**src/hw/epi_pkg.sv**
```systemverilog
// constants and carrier types of the external pin interrupt unit
// assumes a 32-bit APB register bus and a 5-vector interrupt core
package epi_pkg;

    // bus geometry
    localparam int          APB_AW        = 8;
    localparam int          APB_DW        = 32;

    // register byte offsets
    localparam logic [7:0]  OFF_SENSE     = 8'h00;
    localparam logic [7:0]  OFF_EXT_EN    = 8'h04;
    localparam logic [7:0]  OFF_EXT_FLAGS = 8'h08;
    localparam logic [7:0]  OFF_GRP_EN    = 8'h0C;
    localparam logic [7:0]  OFF_GRP_FLAGS = 8'h10;
    localparam logic [7:0]  OFF_MASK0     = 8'h14;
    localparam logic [7:0]  OFF_MASK1     = 8'h18;
    localparam logic [7:0]  OFF_MASK2     = 8'h1C;

    // field layout
    localparam int          EXT_LINES     = 2;
    localparam int          GROUPS        = 3;
    localparam int          GRP_PINS      = 8;
    localparam int          SENSE_W       = 2;
    localparam int          SENSE_ZERO_LSB = 0;
    localparam int          SENSE_ONE_LSB = 2;

    // pin 15 has no pin behind it; its mask bit stays zero
    localparam logic [23:0] PIN_PRESENT   = 24'hFF7FFF;

    // reset values
    localparam logic [3:0]  RST_SENSE     = 4'h0;
    localparam logic [1:0]  RST_EXT_EN    = 2'h0;
    localparam logic [1:0]  RST_EXT_FLAGS = 2'h0;
    localparam logic [2:0]  RST_GRP_EN    = 3'h0;
    localparam logic [2:0]  RST_GRP_FLAGS = 3'h0;
    localparam logic [7:0]  RST_MASK      = 8'h00;

    // sense codes
    localparam logic [1:0]  SENSE_LOW     = 2'h0;
    localparam logic [1:0]  SENSE_ANY     = 2'h1;
    localparam logic [1:0]  SENSE_FALL    = 2'h2;
    localparam logic [1:0]  SENSE_RISE    = 2'h3;

    // one bit per vector, ext0 in bit 0
    typedef struct packed {
        logic grp2;
        logic grp1;
        logic grp0;
        logic ext1;
        logic ext0;
    } epi_vec_t;

endpackage

```
**src/hw/epi_sense_detect.sv**
```systemverilog
// sense decoder for one external interrupt line
// assumes smp and prev are consecutive pclk samples of the pin
module epi_sense_detect (
    input  wire logic [1:0] mode,
    input  wire logic       pin_raw,
    input  wire logic       smp,
    input  wire logic       prev,
    output logic            edge_event,
    output logic            level_active
);
    import epi_pkg::*;

    // edges come only from sampled values, so glitches shorter
    // than a clock period may be missed
    always_comb begin
        edge_event   = 1'b0;
        level_active = 1'b0;
        unique case (mode)
            SENSE_LOW: begin
                level_active = ~pin_raw;
            end
            SENSE_ANY: begin
                edge_event = smp ^ prev;
            end
            SENSE_FALL: begin
                edge_event = prev & ~smp;
            end
            SENSE_RISE: begin
                edge_event = smp & ~prev;
            end
        endcase
    end

endmodule

```
**src/hw/epi_top.sv**
```systemverilog
// external pin and pin-change interrupt unit with an APB register slave
// assumes pins are synchronous to pclk; the core supplies its global
// enable bit and one acknowledge pulse per vector on routine entry
//
// Added by the designer: the APB interface to the registers and the register offsets.

// Behaviour
// - line one sense: low, change, fall, rise
// - line zero sense uses same four codes
// - sample pins on clock, compare for edges
// - pulses over one clock always caught
// - line request needs enable and global enable
// - pins driven as outputs still interrupt
// - qualifying edge sets line's sticky flag
// - level mode keeps line flag cleared
// - routine entry clears matching flag
// - writing one clears flag, zero ignored
// - five separate vector request outputs
// - group two watches pins 23 to 16
// - group one watches pins 14 to 8
// - group zero watches pins 7 to 0
// - masked pin change sets group flag
// - unused register bits read as zero
// - flag, group enable, global enable request
// - pin change wake works without clock
// - low level asynchronous, edges need clock
// - cleared mask bit blocks that pin
module epi_top (
    input  wire logic                       pclk,
    input  wire logic                       presetn,
    input  wire logic                       psel,
    input  wire logic                       penable,
    input  wire logic                       pwrite,
    input  wire logic [epi_pkg::APB_AW-1:0] paddr,
    input  wire logic [epi_pkg::APB_DW-1:0] pwdata,
    output logic      [epi_pkg::APB_DW-1:0] prdata,
    output logic                            pready,
    output logic                            pslverr,
    input  wire logic                       ext_line_zero,
    input  wire logic                       ext_line_one,
    input  wire logic [23:0]                change_watch_pins,
    input  wire logic                       global_int_enable,
    input  wire epi_pkg::epi_vec_t          vec_ack,
    output epi_pkg::epi_vec_t               vec_req,
    output logic                            wake_req
);
    import epi_pkg::*;

    // software-visible state
    logic [3:0]        sense_reg;
    logic [1:0]        ext_en_reg;
    logic [1:0]        ext_flag_reg;
    logic [1:0]        ext_flag_next;
    logic [2:0]        grp_en_reg;
    logic [2:0]        grp_flag_reg;
    logic [2:0]        grp_flag_next;
    logic [7:0]        mask_reg [GROUPS];
    logic [31:0]       prdata_reg;

    // pin samples
    logic [1:0]        ext_raw;
    logic [1:0]        ext_smp_reg;
    logic [1:0]        ext_prev_reg;
    logic [23:0]       pc_smp_reg;
    logic [23:0]       pc_prev_reg;

    // decoded events
    logic [1:0]        ext_event;
    logic [1:0]        ext_level;
    logic [1:0]        ext_is_level;
    logic [23:0]       mask_flat;
    logic [23:0]       grp_en_flat;
    logic [23:0]       pc_change;
    logic [2:0]        grp_hit;
    logic [4:0]        ack_bits;
    logic [4:0]        req_bits;

    // bus decode
    logic              wr_en;
    logic              setup_rd;
    logic              addr_hit;
    logic [31:0]       rd_word;

    assign ext_raw  = {ext_line_one, ext_line_zero};
    assign ack_bits = vec_ack;

    // ---------------- APB slave ----------------

    // zero wait states: every access completes in its first access cycle
    assign pready   = 1'b1;
    assign pslverr  = psel & penable & ~addr_hit;
    assign wr_en    = psel & penable & pwrite & addr_hit;
    assign setup_rd = psel & ~penable & ~pwrite;
    assign prdata   = prdata_reg;

    // read mux; bits with no storage stay zero
    always_comb begin
        rd_word  = '0;
        addr_hit = 1'b1;
        case (paddr)
            OFF_SENSE:     rd_word[3:0] = sense_reg;
            OFF_EXT_EN:    rd_word[1:0] = ext_en_reg;
            OFF_EXT_FLAGS: rd_word[1:0] = ext_flag_reg;
            OFF_GRP_EN:    rd_word[2:0] = grp_en_reg;
            OFF_GRP_FLAGS: rd_word[2:0] = grp_flag_reg;
            OFF_MASK0:     rd_word[7:0] = mask_reg[0];
            OFF_MASK1:     rd_word[7:0] = mask_reg[1];
            OFF_MASK2:     rd_word[7:0] = mask_reg[2];
            default:       addr_hit     = 1'b0;
        endcase
    end

    // read data captured in the setup cycle so it leaves a flop
    always_ff @(posedge pclk or negedge presetn) begin
        if (!presetn) begin
            prdata_reg <= 32'h0000_0000;
        end else if (setup_rd) begin
            prdata_reg <= rd_word;
        end
    end

    // control registers; unused upper bits are simply not stored
    always_ff @(posedge pclk or negedge presetn) begin
        if (!presetn) begin
            sense_reg  <= RST_SENSE;
            ext_en_reg <= RST_EXT_EN;
            grp_en_reg <= RST_GRP_EN;
        end else if (wr_en) begin
            if (paddr == OFF_SENSE) begin
                sense_reg <= pwdata[3:0];
            end
            if (paddr == OFF_EXT_EN) begin
                ext_en_reg <= pwdata[1:0];
            end
            if (paddr == OFF_GRP_EN) begin
                grp_en_reg <= pwdata[2:0];
            end
        end
    end

    // per-pin mask registers; absent pin 15 cannot be enabled
    always_ff @(posedge pclk or negedge presetn) begin
        if (!presetn) begin
            for (int g = 0; g < GROUPS; g++) begin
                mask_reg[g] <= RST_MASK;
            end
        end else if (wr_en) begin
            for (int g = 0; g < GROUPS; g++) begin
                if (paddr == OFF_MASK0 + 8'(4 * g)) begin
                    mask_reg[g] <= pwdata[7:0] & PIN_PRESENT[g*8 +: 8];
                end
            end
        end
    end

    // ---------------- external lines ----------------

    // no direction gating: a pin driven as output still triggers
    always_ff @(posedge pclk or negedge presetn) begin
        if (!presetn) begin
            ext_smp_reg  <= 2'h0;
            ext_prev_reg <= 2'h0;
        end else begin
            ext_smp_reg  <= ext_raw;
            ext_prev_reg <= ext_smp_reg;
        end
    end

    // one decoder per line; line one uses bits 3:2, line zero 1:0
    for (genvar i = 0; i < EXT_LINES; i++) begin : g_line
        logic [1:0] mode;
        assign mode = sense_reg[i*SENSE_W +: SENSE_W];
        assign ext_is_level[i] = (mode == SENSE_LOW);
        epi_sense_detect u_sense (
            .mode         (mode),
            .pin_raw      (ext_raw[i]),
            .smp          (ext_smp_reg[i]),
            .prev         (ext_prev_reg[i]),
            .edge_event   (ext_event[i]),
            .level_active (ext_level[i])
        );
    end

    // set wins over both clears; level mode forces the flag low
    always_comb begin
        for (int i = 0; i < EXT_LINES; i++) begin
            if (ext_is_level[i]) begin
                ext_flag_next[i] = 1'b0;
            end else begin
                ext_flag_next[i] = (ext_flag_reg[i]
                    & ~(wr_en && paddr == OFF_EXT_FLAGS && pwdata[i])
                    & ~ack_bits[i])
                    | ext_event[i];
            end
        end
    end

    always_ff @(posedge pclk or negedge presetn) begin
        if (!presetn) begin
            ext_flag_reg <= RST_EXT_FLAGS;
        end else begin
            ext_flag_reg <= ext_flag_next;
        end
    end

    // ---------------- pin-change groups ----------------

    always_ff @(posedge pclk or negedge presetn) begin
        if (!presetn) begin
            pc_smp_reg  <= 24'h000000;
            pc_prev_reg <= 24'h000000;
        end else begin
            pc_smp_reg  <= change_watch_pins;
            pc_prev_reg <= pc_smp_reg;
        end
    end

    // flatten masks and group enables to one bit per pin
    for (genvar g = 0; g < GROUPS; g++) begin : g_grp
        assign mask_flat[g*GRP_PINS +: GRP_PINS]   = mask_reg[g];
        assign grp_en_flat[g*GRP_PINS +: GRP_PINS] = {GRP_PINS{grp_en_reg[g]}};
        assign grp_hit[g] = |pc_change[g*GRP_PINS +: GRP_PINS];
    end

    // masked pins only; pin 15 never contributes
    assign pc_change = (pc_smp_reg ^ pc_prev_reg) & mask_flat & PIN_PRESENT;

    always_comb begin
        for (int g = 0; g < GROUPS; g++) begin
            grp_flag_next[g] = (grp_flag_reg[g]
                & ~(wr_en && paddr == OFF_GRP_FLAGS && pwdata[g])
                & ~ack_bits[EXT_LINES + g])
                | grp_hit[g];
        end
    end

    always_ff @(posedge pclk or negedge presetn) begin
        if (!presetn) begin
            grp_flag_reg <= RST_GRP_FLAGS;
        end else begin
            grp_flag_reg <= grp_flag_next;
        end
    end

    // ---------------- requests toward the core ----------------

    // level requests follow the raw pin with no flop in the path
    always_comb begin
        for (int i = 0; i < EXT_LINES; i++) begin
            req_bits[i] = global_int_enable & ext_en_reg[i]
                & (ext_is_level[i] ? ext_level[i] : ext_flag_reg[i]);
        end
        for (int g = 0; g < GROUPS; g++) begin
            req_bits[EXT_LINES + g] = global_int_enable
                & grp_en_reg[g] & grp_flag_reg[g];
        end
    end

    assign vec_req = req_bits;

    // wake needs no clock edge: live pins against the held sample;
    // edge modes on the ext lines cannot wake, since they need pclk
    assign wake_req = |((change_watch_pins ^ pc_smp_reg) & mask_flat
                        & grp_en_flat & PIN_PRESENT)
                    | |(ext_level & ext_is_level & ext_en_reg);
endmodule
```
**config.mk**
```make
export PLATFORM = sky130hd
export DESIGN_NAME = epi_top
export DESIGN_NICKNAME = d
export VERILOG_FILES = /design/src/hw/epi_pkg.sv /design/src/hw/epi_sense_detect.sv /design/src/hw/epi_top.sv
export SDC_FILE = /design/constraint.sdc
export NUM_CORES = 1
export LEC_CHECK = 0
export BUFFER_PORTS_ARGS = -buffer_cell sky130_fd_sc_hd__buf_4
export CORE_MARGIN = 5
export CORE_UTILIZATION = 35
export DETAILED_ROUTE_END_ITERATION = 8
export PLACE_DENSITY = 0.56
export SLEW_MARGIN = 20
export SYNTH_ARGS = -nofsm -noshare
export SYNTH_HDL_FRONTEND = slang
export SYNTH_SLANG_ARGS = --single-unit
export TNS_END_PERCENT = 5
```
**constraint.sdc**
```tcl
create_clock -name pclk -period 2 [get_ports pclk]
set_clock_uncertainty 0.2 [all_clocks]
set_input_delay 0.1 -clock pclk [delete_from_list [all_inputs] [get_ports pclk]]
set_output_delay 0.1 -clock pclk [all_outputs]
set_load 0.05 [all_outputs]
```
==> key figures <==
Outcome
  – Status: finished, violations left
  – Failing checks: setup timing

Place
  – Buffers on Ports: 66
  – Placed cell area: 5170 µm²
  – HPWL Detailed: 8.21 mm
  – Dpl ws: -0.307 ns
  – Placed cells: 606
  – RePlAce Congestion: 0.854

Layout
  – Synthesis-to-finish area growth: 35.6%
  – Post-route insts no fill: 671
  – Fin area: 5940 µm²
  – Layout cells sized above 1: 31.4%
  – Footprint of the multi-input gates: 1830 µm²
  – Layout fillers: 1129
  – Post-layout util: 48.9%
  – FF/Latch Area: 2380 µm²
  – # diodes: 0
  – Nets: 579

Route
  – Post-DRT Antenna Nets: 0
  – DR pass1 iterations: 4
  – Initial DRC count: 121
  – Routed len/inst: 16.3 µm
  – DR vias: 3218
  – Final wirelength: 10.9 mm
  – DRC: 0
  – Vias per Instance: 4.80

Clock network
  – CTS root buf: clkbuf_16
  – CTS sink cnt: 95
  – Clock transition at the registers of the reported paths: 0.06 ns
  – CTS tree: done
  – Clock network latency to the later pin of the worst-skew pair: 0.33 ns
  – CTS H-Tree Depth: 3
  – Clock Tree Buf Depth: 2
  – Num CTS Buffers: 9

Die
  – Core Footprint: 12200 µm²
  – Die area: 14900 µm²
  – FP Rows: 40
  – Initial core utilization: 36.0%
  – Die Wd: 122 µm
  – Die Y: 122 µm
  – I/O pins: 117

Synthesis
  – Distinct cell type count after synthesis: 44
  – Post-Syn Instances: 359
  – Synth async-reset ratio: 100%
  – Top cells by area, synth: dfrtp_1 54%, xor2_1 9.2%, mux2_2 8.7%, buf_4 4.3%, a22oi_1 3.1%
  – Cell with the most instances after synthesis: dfrtp_1
  – Post-synth top flop: dfrtp_1
  – Area leader, netlist: dfrtp_1
  – Sequential area share after synthesis: 54.3%
  – Post-Syn Area per Cell: 12.2 µm²
  – Most frequent cells after synthesis: 95 x dfrtp_1, 46 x xor2_1, 34 x mux2_2
  – FF+latch count, synth: 95
  – Post-synth EDFFs: 0
  – Yosys warnings: 0
  – Syn Std Cell Area: 4380 µm²
  – Post-synth top area share: 54.3%

Worst setup path
  – Required time worst endpoint: 1.70 ns
  – Worst Path Class, Setup: register to primary output
  – Startpoint class of the critical path: register
  – R2R Path End: grp_flag_reg[0]$_DFF_PN0_
  – Critical path peak fanout: 3
  – Crit path max-delay family: flip-flops
  – CP Buf/Inv Count: 1
  – FF-to-FF setup slack: 0.30 ns
  – CP endpoint kind: primary output
  – R2R depth: 5
  – Crit-path cells: xor2_1 > a222oi_1 > nand3_1 > nand2_1 > nand4_1 > buf_6
  – Number of cells on the critical path: 6
  – Reg-to-reg critical path startpoint: pc_smp_reg[4]$_DFF_PN0_
  – Slowest cell on crit path: dfrtp_1
  – CP max stage delay: 0.41 ns
  – Critical path arrival: 1.81 ns

STA
  – Max Fclk: 475 MHz
  – Tcrit/Tclk final: 105%
  – Worst Hold Slack: 0.00922 ns
  – RSZ-0062 raised after global routing: true
  – Final hold viol count: 0
  – Final worst-path setup slack: -0.106 ns
  – Fin. max-slew vios: 0
  – Final TNS setup: -0.106 ns
  – Final setup vio count: 1
  – Crit path time final: 2.11 ns

Global route
  – First-pass GRT wire length: 17.8 mm
  – Largest net degree at the start of global routing: 33
  – Initial antenna violation count: 0
  – Total grt overflow: 0
  – Vias in the first global route: 3380
  – Gr usage total: 15.4%

Power and ir drop
  – P per Cell Area: 700 nW/µm²
  – Total power: 4.16 mW
  – Worst ir drop on vdd: 0.000421 V
  – Static Leak: 2.83 nW

Hold path
  – HP Class: primary input to async pin

Flow run
  – Max cap viols: 0
[where the power goes]
part	switching [mW]	internal (mW)	leakage, nW	total, mW
registers	0.0483	1.99	1.21	2.03
clock network	0.696	0.913	0.139	1.61
logic	0.296	0.218	1.49	0.514
[placed cells by master (no fill, tap or decap), types with 4 or more instances in the layout]
master / Yosys / final
a211o_1: 4 / 4
a21oi_1: 6 / 6
a22o_1: 5 / 5
a22oi_1: 18 / 16
and3_1: 6 / 6
buf_4: 25 / 94
clkbuf_16: 0 / 9
conb_1: 2 / 25
dfrtp_1: 95 / 95
dlygate4sd3_1: 0 / 39
ha_1: 4 / 4
inv_1: 12 / 12
mux2_2: 34 / 34
mux2i_1: 11 / 11
nand2_1: 17 / 17
nand3_1: 6 / 6
nand4_1: 6 / 6
nor2_1: 13 / 13
o21ai_0: 8 / 8
xor2_1: 46 / 46
[routing by layer]
layer | GRT usage (%) | up-vias | routed length [µm] | part of all wire (%)
met1 | 20.9 | 1596 | 4890 | 45
met5 | 0 | - | 0 | 0
met4 | 5.81 | 0 | 265 | 2.4
li1 | - | 1492 | - | -
met3 | 2.41 | 21 | 619 | 5.7
met2 | 24.8 | 109 | 5140 | 47
[final cells by class]
class | count | area share [%]
well taps | 168 | 3.54
clock inverters | 4 | 0.505
repair buffers | 139 | 20.0
multi-input cells | 241 | 30.8
inverters | 12 | 0.758
clock buffers | 12 | 4.32
flip-flops and latches | 95 | 40.0
[kinds of logic (layout without fill, tap and decap cells)]
logic type / count (synthesis) / in the layout / share of synthesized area [%]
compound gates: 54 / 54 / 8.97
simple gates: 66 / 66 / 8.40
buf+inv: 46 / 167 / 6.11
other cells: 2 / 25 / 0.171
fa+ha+maj: 4 / 4 / 1.14
flops: 95 / 95 / 54.3
xor+xnor: 46 / 46 / 9.19
mux: 46 / 46 / 11.8
[how the worst max path moves through the flow]
stage	from	to	slack [ns]
4_1_cts	pc_smp_reg[21]$_DFF_PN0_	wake_req	-0.14
6_report	pc_smp_reg[12]$_DFF_PN0_	wake_req	-0.11
5_1_grt	pc_smp_reg[7]$_DFF_PN0_	wake_req	-0.21
3_5_place_dp	paddr[5]	mask_flat[12]$_DFFE_PN0P_	-0.31
2_1_floorplan	paddr[5]	mask_flat[10]$_DFFE_PN0P_	-0.15
3_3_place_gp	paddr[5]	mask_flat[13]$_DFFE_PN0P_	-0.27
[what timing repair did]
action	4_1_cts	5_1_grt
hold endpoints to repair	157	0
gates resized for setup	2	3
setup buffers	6	4
cloned	0	0
endpoints found under the setup margin	1	8
pin swaps	10	6
hold buffers	39	0
Power figures use the tool's default switching activity.
